<file path="config.mk">
export PLATFORM = sky130hd
export DESIGN_NAME = citc_core_config
export DESIGN_NICKNAME = d
export VERILOG_FILES = /design/src/design/citc_pkg.sv /design/src/design/citc_core_config.sv /design/src/design/citc_nmi_gate.sv
export SDC_FILE = /design/constraint.sdc
export NUM_CORES = 1
export LEC_CHECK = 0
export ABC_AREA = 0
export ABC_CLOCK_PERIOD_IN_PS = 4600
export BUFFER_PORTS_ARGS = -buffer_cell sky130_fd_sc_hd__buf_4
export CORE_AREA = 3 3 236 238
export DETAILED_ROUTE_END_ITERATION = 8
export DIE_AREA = 0 0 239 241
export SLEW_MARGIN = 20
export SYNTH_ARGS = -nofsm -noshare
export SYNTH_HDL_FRONTEND = slang
export SYNTH_SLANG_ARGS = --single-unit
</file>
<file path="constraint.sdc">
create_clock -name pclk -period 4.6 [get_ports pclk]
set_clock_uncertainty 0.15 [all_clocks]
set_input_delay 0.23 -clock pclk [delete_from_list [all_inputs] [get_ports pclk]]
set_output_delay 0.23 -clock pclk [all_outputs]
set_load 0.02 [all_outputs]
</file>
<file path="src/design/citc_pkg.sv">
// shared constants, register map and bus carriers for the core configuration glue
package citc_pkg;

  // apb register byte offsets
  localparam logic [7:0] OFF_TICK_CTRL  = 8'h00;
  localparam logic [7:0] OFF_TICK_LOAD  = 8'h04;
  localparam logic [7:0] OFF_TICK_CUR   = 8'h08;
  localparam logic [7:0] OFF_TICK_CALIB = 8'h0C;
  localparam logic [7:0] OFF_PRIO_BASE  = 8'h10;
  localparam logic [7:0] OFF_NMI_MUX    = 8'h20;
  localparam logic [7:0] OFF_STATUS     = 8'h24;
  localparam int         ADDR_W         = 8;

  // tick control field positions
  localparam int CTRL_ENABLE_BIT = 0;
  localparam int CTRL_TICKINT_BIT = 1;
  localparam int CTRL_CLKSEL_BIT = 2;
  localparam int CTRL_FLAG_BIT   = 16;

  // tick counter width and calibration layout
  localparam int         TICK_W         = 24;
  localparam logic [23:0] TICK_ZERO     = 24'h00_0000;
  localparam logic [23:0] TICK_ONE      = 24'h00_0001;
  localparam logic [23:0] TEN_MS_COUNT  = 24'h00_0000;
  localparam int         CALIB_NO_REFERENCE_FLAG_BIT = 31;
  localparam int         CALIB_SKEW_BIT  = 30;

  // priority layout: 16 levels, 4-bit fields in the upper nibble of each byte
  localparam int PRIO_BITS    = 4;
  localparam int PRIO_REGS    = 4;
  localparam int PRIO_SOURCES = 16;
  localparam int PRIO_LSB     = 4;
  localparam logic [31:0] PRIO_MASK = 32'hF0F0_F0F0;

  // nmi pin multiplexer
  localparam int         MUX_W        = 3;
  localparam logic [2:0] MUX_NMI_FUNC = 3'h7;
  localparam logic [2:0] MUX_RESET    = 3'h0;
  localparam int         STAT_NMI_BIT = 0;
  localparam int         STAT_FLAG_BIT = 1;

  // common reset values
  localparam logic [31:0] WORD_ZERO = 32'h0000_0000;

  // one request on a crossbar master port
  typedef struct packed {
    logic [31:0] addr;
    logic        write;
    logic [31:0] wdata;
  } citc_req_t;

  // owner of the transfer on the merged code port
  typedef enum logic {
    CITC_OWN_FETCH,
    CITC_OWN_DATA
  } citc_owner_t;

endpackage

</file>
<file path="src/design/citc_core_config.sv">
// core configuration glue: code/system bus ports, tick timer, priorities, nmi
//
// Behaviour
// (RL1) fetch and data-code buses share one port
// (RL2) system bus has its own master port
// (RL3) tick timer counts on core clock only
// (RL4) tick clock select bit always reads one
// (RL5) ten ms calibration count reads zero
// (RL6) no reference flag always reads one
// (RL7) sixteen priority levels, four-bit fields
// (RL8) nmi request follows the external pin
// (RL9) software must route pin to nmi
// (RL10) nmi pin active low, gated by mux
// (RL11) priority in upper nibble, lower reads zero
//
// Chosen here: the address map and the APB slave port.
`timescale 1ns/1ps
module citc_core_config
(
  // clock and reset
  input  wire logic                    pclk,
  input  wire logic                    presetn,
  // apb slave
  input  wire logic                    psel,
  input  wire logic                    penable,
  input  wire logic                    pwrite,
  input  wire logic [31:0]             paddr,
  input  wire logic [31:0]             pwdata,
  output logic [31:0]                  prdata,
  output logic                         pready,
  output logic                         pslverr,
  // instruction fetch bus from the core
  input  wire logic                    fetch_valid,
  input  wire citc_pkg::citc_req_t     fetch_req,
  output logic                         fetch_ready,
  output logic                         fetch_rvalid,
  output logic [31:0]                  fetch_rdata,
  // data code bus from the core
  input  wire logic                    data_code_bus_valid,
  input  wire citc_pkg::citc_req_t     data_code_bus_req,
  output logic                         data_code_bus_ready,
  output logic                         data_code_bus_rvalid,
  output logic [31:0]                  data_code_bus_rdata,
  // merged code bus master port toward the crossbar
  output logic                         code_valid,
  output citc_pkg::citc_req_t          code_req,
  input  wire logic                    code_ready,
  input  wire logic                    code_rvalid,
  input  wire logic [31:0]             code_rdata,
  // system bus from the core
  input  wire logic                    sys_in_valid,
  input  wire citc_pkg::citc_req_t     sys_in_req,
  output logic                         sys_in_ready,
  // system bus master port toward the crossbar
  output logic                         sys_valid,
  output citc_pkg::citc_req_t          sys_req,
  input  wire logic                    sys_ready,
  // external nmi pin
  input  wire logic                    nmi_pin_n,
  // toward the vectored irq controller
  output logic                         nmi_request,
  output logic                         tick_event,
  output logic [citc_pkg::PRIO_SOURCES*citc_pkg::PRIO_BITS-1:0] irq_priority
);

  // address match on the low byte with the upper bytes zero, used for every register
  function automatic logic hit(input logic [31:0] addr, input logic [7:0] off);
    hit = (addr[citc_pkg::ADDR_W-1:0] == off) && (addr[31:citc_pkg::ADDR_W] == 24'h00_0000);
  endfunction

  // ---------------- code bus merge ----------------
  logic                 code_busy;      // request held on the port
  citc_pkg::citc_owner_t owner;         // who gets the read answer
  logic                 fetch_rv_q;     // answer flags, registered
  logic                 data_code_bus_rv_q;
  logic [31:0]          code_rdata_q;   // answer data, registered
  wire                  code_load;      // port slot may take a new request
  wire                  pick_data;      // data code wins when both ask

  // data accesses go first: a stalled load costs more than a late fetch
  assign code_load   = ~code_busy | code_ready;
  assign pick_data   = data_code_bus_valid;
  assign data_code_bus_ready = code_load & pick_data;                  // see (RL1)
  assign fetch_ready = code_load & ~pick_data;                 // see (RL1)
  assign code_valid  = code_busy;

  // one slot: load the chosen source whenever the port is free or draining
  always_ff @(posedge pclk or negedge presetn)
  begin
    if (!presetn)
    begin
      code_busy <= 1'b0;
      code_req  <= '0;
      owner     <= citc_pkg::CITC_OWN_FETCH;
    end
    else if (code_load)
    begin
      code_busy <= data_code_bus_valid | fetch_valid;
      // both sources funnel into the single port register
      if (pick_data)
      begin
        code_req <= data_code_bus_req;                                 // see (RL1)
        owner    <= citc_pkg::CITC_OWN_DATA;
      end
      else if (fetch_valid)
      begin
        code_req <= fetch_req;                                 // see (RL1)
        owner    <= citc_pkg::CITC_OWN_FETCH;
      end
    end
  end

  // route the read answer back by owner; one outstanding transfer is assumed
  always_ff @(posedge pclk or negedge presetn)
  begin
    if (!presetn)
    begin
      fetch_rv_q   <= 1'b0;
      data_code_bus_rv_q   <= 1'b0;
      code_rdata_q <= citc_pkg::WORD_ZERO;
    end
    else
    begin
      fetch_rv_q <= code_rvalid & (owner == citc_pkg::CITC_OWN_FETCH);
      data_code_bus_rv_q <= code_rvalid & (owner == citc_pkg::CITC_OWN_DATA);
      if (code_rvalid)
        code_rdata_q <= code_rdata;
    end
  end

  assign fetch_rvalid = fetch_rv_q;
  assign data_code_bus_rvalid = data_code_bus_rv_q;
  assign fetch_rdata  = code_rdata_q;
  assign data_code_bus_rdata  = code_rdata_q;

  // ---------------- system bus port ----------------
  wire sys_load;

  assign sys_load     = ~sys_valid | sys_ready;
  assign sys_in_ready = sys_load;                              // see (RL2)

  // separate slot, never shared with the code port
  always_ff @(posedge pclk or negedge presetn)
  begin
    if (!presetn)
    begin
      sys_valid <= 1'b0;
      sys_req   <= '0;
    end
    else if (sys_load)
    begin
      sys_valid <= sys_in_valid;                               // see (RL2)
      if (sys_in_valid)
        sys_req <= sys_in_req;
    end
  end

  // ---------------- apb decode ----------------
  wire apb_setup;
  wire apb_wr;
  wire hit_ctrl;
  wire hit_load;
  wire hit_cur;
  wire hit_calib;
  wire hit_mux;
  wire hit_stat;
  wire hit_prio;
  wire [1:0] prio_idx;
  wire mapped;

  assign apb_setup = psel & ~penable;
  assign apb_wr    = psel & penable & pwrite;   // writes land at the access edge
  assign hit_ctrl  = hit(paddr, citc_pkg::OFF_TICK_CTRL);
  assign hit_load  = hit(paddr, citc_pkg::OFF_TICK_LOAD);
  assign hit_cur   = hit(paddr, citc_pkg::OFF_TICK_CUR);
  assign hit_calib = hit(paddr, citc_pkg::OFF_TICK_CALIB);
  assign hit_mux   = hit(paddr, citc_pkg::OFF_NMI_MUX);
  assign hit_stat  = hit(paddr, citc_pkg::OFF_STATUS);
  assign prio_idx  = paddr[3:2];
  assign hit_prio  = hit({paddr[31:4], 4'h0}, citc_pkg::OFF_PRIO_BASE) & (paddr[1:0] == 2'h0);
  assign mapped    = hit_ctrl | hit_load | hit_cur | hit_calib | hit_mux | hit_stat | hit_prio;

  // zero wait states; unmapped addresses answer with an error
  assign pready  = 1'b1;
  assign pslverr = psel & penable & ~mapped;

  // ---------------- system tick timer ----------------
  logic                          tick_enable;
  logic                          tick_int_en;
  logic                          count_flag;
  logic [citc_pkg::TICK_W-1:0]   tick_reload;
  logic [citc_pkg::TICK_W-1:0]   tick_count;
  wire                           tick_wrap;
  wire                           flag_clear;

  // counts every core clock edge; there is no other reference to pick
  assign tick_wrap  = tick_enable & (tick_count == citc_pkg::TICK_ONE); // see (RL3)
  // reading control or writing current clears the flag
  assign flag_clear = (psel & penable & ~pwrite & hit_ctrl) | (apb_wr & hit_cur);

  // control bits written by software
  always_ff @(posedge pclk or negedge presetn)
  begin
    if (!presetn)
    begin
      tick_enable <= 1'b0;
      tick_int_en <= 1'b0;
      tick_reload <= citc_pkg::TICK_ZERO;
    end
    else
    begin
      if (apb_wr & hit_ctrl)
      begin
        tick_enable <= pwdata[citc_pkg::CTRL_ENABLE_BIT];
        tick_int_en <= pwdata[citc_pkg::CTRL_TICKINT_BIT];
      end
      if (apb_wr & hit_load)
        tick_reload <= pwdata[citc_pkg::TICK_W-1:0];
    end
  end

  // down counter: a write clears it, zero reloads on the next edge
  always_ff @(posedge pclk or negedge presetn)
  begin
    if (!presetn)
      tick_count <= citc_pkg::TICK_ZERO;
    else if (apb_wr & hit_cur)
      tick_count <= citc_pkg::TICK_ZERO;
    else if (tick_enable)
      tick_count <= (tick_count == citc_pkg::TICK_ZERO) ? tick_reload :
                    (tick_count - citc_pkg::TICK_ONE);   // see (RL3)
  end

  // sticky flag: a wrap in the clearing cycle keeps it set
  always_ff @(posedge pclk or negedge presetn)
  begin
    if (!presetn)
      count_flag <= 1'b0;
    else if (tick_wrap)
      count_flag <= 1'b1;
    else if (flag_clear)
      count_flag <= 1'b0;
  end

  // one-cycle exception request to the controller
  always_ff @(posedge pclk or negedge presetn)
  begin
    if (!presetn)
      tick_event <= 1'b0;
    else
      tick_event <= tick_wrap & tick_int_en;
  end

  // ---------------- priority registers ----------------
  logic [31:0] prio_word [citc_pkg::PRIO_REGS];

  // each word keeps only the upper nibble of every byte
  genvar gi;
  generate
    for (gi = 0; gi < citc_pkg::PRIO_REGS; gi++)
    begin : g_prio
      always_ff @(posedge pclk or negedge presetn)
      begin
        if (!presetn)
          prio_word[gi] <= citc_pkg::WORD_ZERO;
        else if (apb_wr & hit_prio & (prio_idx == 2'(gi)))
          prio_word[gi] <= pwdata & citc_pkg::PRIO_MASK;       // see (RL11)
      end
      // four sources per word, four bits each
      for (genvar gb = 0; gb < 4; gb++)
      begin : g_src
        assign irq_priority[(gi*4+gb)*citc_pkg::PRIO_BITS +: citc_pkg::PRIO_BITS] =
          prio_word[gi][gb*8+citc_pkg::PRIO_LSB +: citc_pkg::PRIO_BITS];  // see (RL7)
      end
    end
  endgenerate

  // ---------------- nmi pin mux ----------------
  logic [citc_pkg::MUX_W-1:0] pin_mux_sel;

  // pin function select; reset leaves the pin off the nmi function
  always_ff @(posedge pclk or negedge presetn)
  begin
    if (!presetn)
      pin_mux_sel <= citc_pkg::MUX_RESET;
    else if (apb_wr & hit_mux)
      pin_mux_sel <= pwdata[citc_pkg::MUX_W-1:0];              // see (RL9)
  end

  citc_nmi_gate u_nmi
  (
    .pclk        (pclk),
    .presetn     (presetn),
    .nmi_pin_n   (nmi_pin_n),
    .pin_mux_sel (pin_mux_sel),
    .nmi_request (nmi_request)                                 // see (RL8)
  );

  // ---------------- read data ----------------
  wire [31:0] rd_ctrl;
  wire [31:0] rd_calib;
  wire [31:0] rd_stat;
  wire [31:0] next_rdata;

  assign rd_ctrl = (32'h0000_0001 << citc_pkg::CTRL_CLKSEL_BIT)            // see (RL4)
                 | ({31'h0000_0000, count_flag} << citc_pkg::CTRL_FLAG_BIT)
                 | ({31'h0000_0000, tick_int_en} << citc_pkg::CTRL_TICKINT_BIT)
                 | ({31'h0000_0000, tick_enable} << citc_pkg::CTRL_ENABLE_BIT);
  assign rd_calib = (32'h0000_0001 << citc_pkg::CALIB_NO_REFERENCE_FLAG_BIT)           // see (RL6)
                  | {8'h00, citc_pkg::TEN_MS_COUNT};                       // see (RL5)
  assign rd_stat  = ({31'h0000_0000, nmi_request} << citc_pkg::STAT_NMI_BIT)
                  | ({31'h0000_0000, count_flag} << citc_pkg::STAT_FLAG_BIT);

  assign next_rdata = hit_ctrl  ? rd_ctrl :
                      hit_load  ? {8'h00, tick_reload} :
                      hit_cur   ? {8'h00, tick_count} :
                      hit_calib ? rd_calib :
                      hit_prio  ? prio_word[prio_idx] :
                      hit_mux   ? {29'h0000_0000, pin_mux_sel} :
                      hit_stat  ? rd_stat : citc_pkg::WORD_ZERO;

  // captured in the setup cycle so the access phase sees a flop output
  always_ff @(posedge pclk or negedge presetn)
  begin
    if (!presetn)
      prdata <= citc_pkg::WORD_ZERO;
    else if (apb_setup & ~pwrite)
      prdata <= next_rdata;
  end

endmodule

</file>
<file path="src/design/citc_nmi_gate.sv">
// non-maskable request derivation from the external pin and its mux setting
`timescale 1ns/1ps
module citc_nmi_gate
(
  // clock and reset
  input  wire logic                      pclk,
  input  wire logic                      presetn,
  // pin and multiplexer setting
  input  wire logic                      nmi_pin_n,
  input  wire logic [citc_pkg::MUX_W-1:0] pin_mux_sel,
  // request to the vectored irq controller
  output logic                           nmi_request
);

  // pin counts only when the mux routes it to the nmi function
  wire mux_is_nmi;
  wire next_request;

  assign mux_is_nmi   = (pin_mux_sel == citc_pkg::MUX_NMI_FUNC); // see (RL9)
  assign next_request = mux_is_nmi & ~nmi_pin_n;                 // see (RL8) see (RL10)

  // registered so the controller sees a clean level
  always_ff @(posedge pclk or negedge presetn)
  begin
    if (!presetn)
      nmi_request <= 1'b0;
    else
      nmi_request <= next_request;
  end

endmodule

</file>
Word level (Yosys, flattened, before mapping)
Index checks and enable logic that the tools add are counted.
{"block": "word_totals", "regBits": 319, "latchBits": 0, "ramBits": 0, "mem_bits_ro": 0, "inputBits": 303, "output_inout_bits": 301, "mem_count": 0}
{"block": "op_classes", "addsub": 1, "multipliers": 0, "n_div": 0, "order_cmp": 1, "n_eq_ne": 11, "n_shift": 0, "muxes": 19, "bitwise_logic": 46, "n_reduce_logical": 17}
{"op": "$mux 32", "n": 7}
{"op": "$mux 65", "n": 2}
{"op": "$mux 24", "n": 3}
{"op": "$bmux 32 s2", "n": 1}
{"op": "$logic_not 24->1", "n": 2}
{"op": "$and 1x1->1", "n": 24}
{"op": "$eq 24x1->1 const B", "n": 1}
{"op": "$sub 24x1->24 const B", "n": 1}
{"op": "$or 17x1->17", "n": 1}
{"op": "$or 17x2->17", "n": 1}
{"op": "$eq 8x4->1 const B", "n": 2}
{"op": "$eq 8x6->1 const B", "n": 2}
{"op": "$or 1x1->1", "n": 10}
{"op": "$eq 8x3->1 const B", "n": 1}
{"op": "$logic_not 8->1", "n": 1}
{"op": "$not 1->1", "n": 8}
{"op": "$logic_and 1x1->1", "n": 7}
{"op": "$reduce_bool 2->1", "n": 3}
{"op": "$eq 2x2->1 const B", "n": 2}
{"op": "$eq 4x1->1 const B", "n": 1}
{"op": "$logic_not 2->1", "n": 2}
{"op": "$mux 1", "n": 4}
{"op": "$reduce_and 2->1", "n": 2}
{"op": "$eq 3x3->1 const B", "n": 1}
{"op": "6 further kinds", "n": 6}

Depth between registers and ports, before layout
{"block": "logic_depth", "depth_word": 10, "ltp_mapped": 9}

Cells and area by module
From an unflattened synthesis, not the netlist that was laid out.
{"block": "hier_totals", "hier_cells": 1193, "area_unflattened_um2": 14581.5}
{"module": "citc_core_config", "instances": 1, "cells_per_inst": 1191, "area_per_inst_um2": 14546.5, "seq_area_each_um2": 7857.5}
{"module": "citc_nmi_gate", "instances": 1, "cells_per_inst": 2, "area_per_inst_um2": 35.0, "seq_area_each_um2": 25.0}

Worst setup path before layout
No wires, ideal clock.
{"block": "synth_path", "path_kind": "reg2reg", "start": "reg tick_count[7] (netlist bit)", "end": "reg tick_count[8] (netlist bit)", "setup_ns": 0.132, "arrival_time_ns": 1.966, "t_required_ns": 4.318, "path_slack_ns": 2.352, "stages_incl_launch_ff": 8, "n_path_buf": 2, "period_less_slack_ns": 2.248, "path_cell_list": "dfrtp_1 -> nor4_4 -> nand3_1 -> or2_1 -> buf_2 -> buf_6 -> a221oi_1 -> nor2_1"}
{"block": "synth_via", "elab_chain_len": 4}
{"item": "from (decl)", "line": "citc_core_config.sv:192", "text": "logic [citc_pkg::TICK_W-1:0] tick_count;"}
{"item": "from (signal assigned)", "line": "citc_core_config.sv:226", "text": "tick_count <= citc_pkg::TICK_ZERO;"}
{"item": "from (signal assigned)", "line": "citc_core_config.sv:228", "text": "tick_count <= citc_pkg::TICK_ZERO;"}
{"item": "from (signal assigned)", "line": "citc_core_config.sv:230", "text": "tick_count <= (tick_count == citc_pkg::TICK_ZERO) ? tick_reload :"}
{"item": "$sub 24x1->24 / $logic_not 24->1 (equally long branches)", "line": "citc_core_config.sv:231, citc_core_config.sv:230"}
{"item": "$mux 24 *", "line": "citc_core_config.sv:230"}
{"item": "$mux 24 *", "line": "citc_core_config.sv:229", "text": "else if (tick_enable)"}
{"item": "$mux 24 *", "line": "citc_core_config.sv:227", "text": "else if (apb_wr & hit_cur)"}
Mark *: on every way between the ends. The rest lies on a longest branch, timed or not. The select of a mux whose other input is x is not followed.
A chain may end at the register's enable or synchronous reset.

Final worst setup path
{"block": "layout_path", "start": "in paddr[5]", "end": "reg prio_word (netlist bit irq_priority[62])"}
{"block": "layout_via", "elab_chain_len": 5}
{"item": "from (decl)", "line": "citc_core_config.sv:27", "text": "input wire logic [31:0] paddr,"}
{"item": "$eq 4x1->1", "line": "citc_core_config.sv:68", "text": "hit = (addr[citc_pkg::ADDR_W-1:0] == off) && (addr[31:citc_pkg::ADDR_W] == 24'h00_0000);"}
{"item": "$logic_and 1x1->1", "line": "citc_core_config.sv:68"}
{"item": "$and 1x1->1", "line": "citc_core_config.sv:180", "text": "assign hit_prio = hit({paddr[31:4], 4'h0}, citc_pkg::OFF_PRIO_BASE) & (paddr[1:0] == 2'h0);"}
{"item": "$and 1x1->1 (2 in a row)", "line": "citc_core_config.sv:266", "text": "else if (apb_wr & hit_prio & (prio_idx == 2'(gi)))"}
{"item": "to (signal, indexed assignment)", "line": "citc_core_config.sv:265", "text": "prio_word[gi] <= citc_pkg::WORD_ZERO;"}
{"item": "to (signal, indexed assignment)", "line": "citc_core_config.sv:267", "text": "prio_word[gi] <= pwdata & citc_pkg::PRIO_MASK;"}
{"item": "to (decl)", "line": "citc_core_config.sv:255", "text": "logic [31:0] prio_word [citc_pkg::PRIO_REGS];"}
No other way between the ends.

==> impl_metrics.json <==
{
  "viasPerCell": 4.79,
  "vias": 13000,
  "ys_top_cells_by_area": "dfrtp_1 (54%), mux2_2 (14%), mux2i_1 (4.8%)",
  "final_antenna_net_count": 0,
  "die_y_microns": 241,
  "ioPinCount": 604,
  "firstDrtPassIters": 5,
  "grt-ovfl-total": 0,
  "finalSetupViolations": 0,
  "cp.required_ns": 4.86,
  "drive_above_1_share_pct": 44.4,
  "outcome": "complete, no violations",
  "die_x_microns": 239,
  "worst_skew_pair.late_latency_ns": 0.55,
  "top_layer": "met4",
  "initial_core_util_pct": 27.0,
  "routed-wl-met3_microns": 4340,
  "dieArea_sq_um": 57600,
  "wl_met1_microns": 21700,
  "grt_setup_unrepaired": "no",
  "async_flop_share_pct": 100,
  "yosysSeqAreaShare_pct": 54.2,
  "cts_tree": "yes",
  "fin_setup_tns_ns": 0,
  "startpoint_type": "input pin",
  "root_buffer": "clkbuf_16",
  "layout_min_cycle_time_ns": 3.18,
  "area_growth_pct": 60.4,
  "power_mw": 7.74,
  "maxCapViolCount": 0,
  "fmax_ghz": 0.315,
  "route.met2.wl_microns": 27400,
  "synthFlopType": "dfrtp_1",
  "yosys.area.top_type": "dfrtp_1",
  "cts_resized": 0,
  "clkSlewWorstSetupHoldPaths_ns": 0.06,
  "cts.sinks": 315,
  "worst_pin_slew_ns": 0.953,
  "crit_arrival_ns": 3.44,
  "period_share_pct": 69.0,
  "wirelength_microns": 56100,
  "cts_htree_levels": 2,
  "timing.final.hold_violations": 0,
  "cts_made_buffers": 39,
  "max_slew_margin_pct": 36.3,
  "gp_congestion": 0.858,
  "final_common_cell": "buf_4",
  "synth_cells": 1188,
  "initialDrtViolationCount": 803,
  "synth_edf_count": 0,
  "path_class": "input pin to register",
  "grt_max_degree": 131,
  "avgSynthCellArea_sq_um": 12.2,
  "grt_usage_pct": 18.7,
  "end_kind": "register",
  "holdCritPathClass": "input pin to register",
  "nNetsFinal": 2295,
  "n_fill_cell": 4929,
  "cp_max_fo": 16,
  "hpwl_microns": 39400,
  "wl_per_cell_microns": 20.6,
  "antenna_found_initial": 6,
  "regArea_sq_um": 7880,
  "synth_top_area_share_pct": 54.2,
  "total_leakage_power_nw": 11.0,
  "grt_pass1_wl_microns": 83100,
  "synth_area_sq_um": 14500,
  "finalMaxSlewViolations": 0,
  "synth_seq_cells": 315,
  "rows": 85,
  "multi_input_area_sq_um": 5930,
  "grt_pass1_vias": 13800,
  "power.density_nw_per_um2": 332,
  "synth-warning-count": 0,
  "yosysUniqueCellTypes": 68,
  "io_buffers": 594,
  "drc_errors": 0,
  "vdd_drop_max_mv": 0.302,
  "ctsLongestPathBuffers": 3,
  "core-area_sq_um": 53800,
  "mostFrequentLayoutCells": "buf_4 (601), dfrtp_1 (315), dlygate4sd3_1 (269)"
}
[kinds of logic after synthesis]
| family | synth area share, % |
|---|---|
| flip-flops | 54.2 |
| multiplexers | 22.1 |
| AND/OR/NAND/NOR | 8.67 |
| AO/OA/AOI/OAI | 9.43 |
| buffers and inverters | 5.13 |
| adder cells (fa/ha/maj) | 0.258 |
| other | 0.0516 |
| XOR/XNOR | 0.120 |
[what timing repair did]
action,in CTS,in global routing
hold buffers,269,0
endpoints found under the setup margin,0,0
hold endpoints to repair,352,0
buffers inserted,0,0
[registers in the layout, summed over array words and instances (netlist names), 3 cells and up]
name                 cells
prdata                  28
sys_req                 65
pin_mux_sel              3
code_req                65
data_code_bus_rdata     32
tick_reload             24
tick_count              24
irq_priority            64
[routing by layer]
layer  GRT usage, %  vias up
li1               -     5913
met1           21.9     6509
met2           31.7      496
met3           5.39      108
met4           9.11        0
met5              0        -
[critical path, stage by stage]
cell and delay [ns]:
dlygate4sd3_1 0.54, buf_4 0.18, nor3_4 0.67, nand2_1 0.21, nor2_1 0.24, nand4_2 0.76
mux2_2 0.58
[through the flow]
| step | std cells | hold WS (ns) | utilization (%) | worst slack (ns) | cell area, sq um |
|---|---|---|---|---|---|
| 3_5_place_dp | 2375 | 0.172 | 35.9 | 1.23 | 19300 |
| 5_1_grt | 2717 | 0.0363 | 43.3 | 1.18 | 23300 |
| 6_report | 2721 | 0.0466 | 43.3 | 1.42 | 23300 |
| 3_3_place_gp | 2375 | 0.167 | 35.9 | 1.28 | 19300 |
| 2_1_floorplan | 1191 | -0.216 | - | 2.35 | 14600 |
| 4_1_cts | 2714 | 0.00498 | 43.3 | 1.43 | 23300 |
[report_power, final]
part           total, mW  internal, mW  switching [mW]
sequential          3.10          2.97           0.129
clock               3.05          1.79            1.26
combinational       1.58         0.794           0.789
total               7.74          5.56            2.18
[Yosys cell counts, drive strengths merged, types with 7 or more instances]
cell    count
a21oi      82
a22o       14
a32o       21
and3        8
buf        62
clkbuf     55
dfrtp     315
inv        19
mux2      191
mux2i      69
mux4       15
nand2      45
nand3      15
nand4       7
nor2       92
nor3       16
nor4       19
o21ai      32
o22ai      17
o311ai      7
or3         7
or4         7
[worst paths after layout]
path | start | end | slack [ns] | cells past startpoint
max in group asynchronous | presetn | code_req[9] | 2.93 | 3
hold reg to reg | owner | fetch_rvalid | 0.30 | 1
setup reg to reg | tick_count[10] | tick_count[19] | 1.50 | 5
setup / recovery | paddr[5] | irq_priority[62] | 1.42 | 7
hold / removal | code_rvalid | data_code_bus_rvalid | 0.05 | 2
min in group asynchronous | presetn | irq_priority[58] | 0.16 | 2
[layout make-up]
class	instances	area share, %
clock buffer	55	4.88
tap	696	3.73
clock inverter	15	0.563
timing repair buffer	874	31.2
multi-input combinational	740	25.4
antenna	7	0.0751
sequential	315	33.8
inverter	19	0.306
Note: power is estimated with default switching activity, not from simulation.
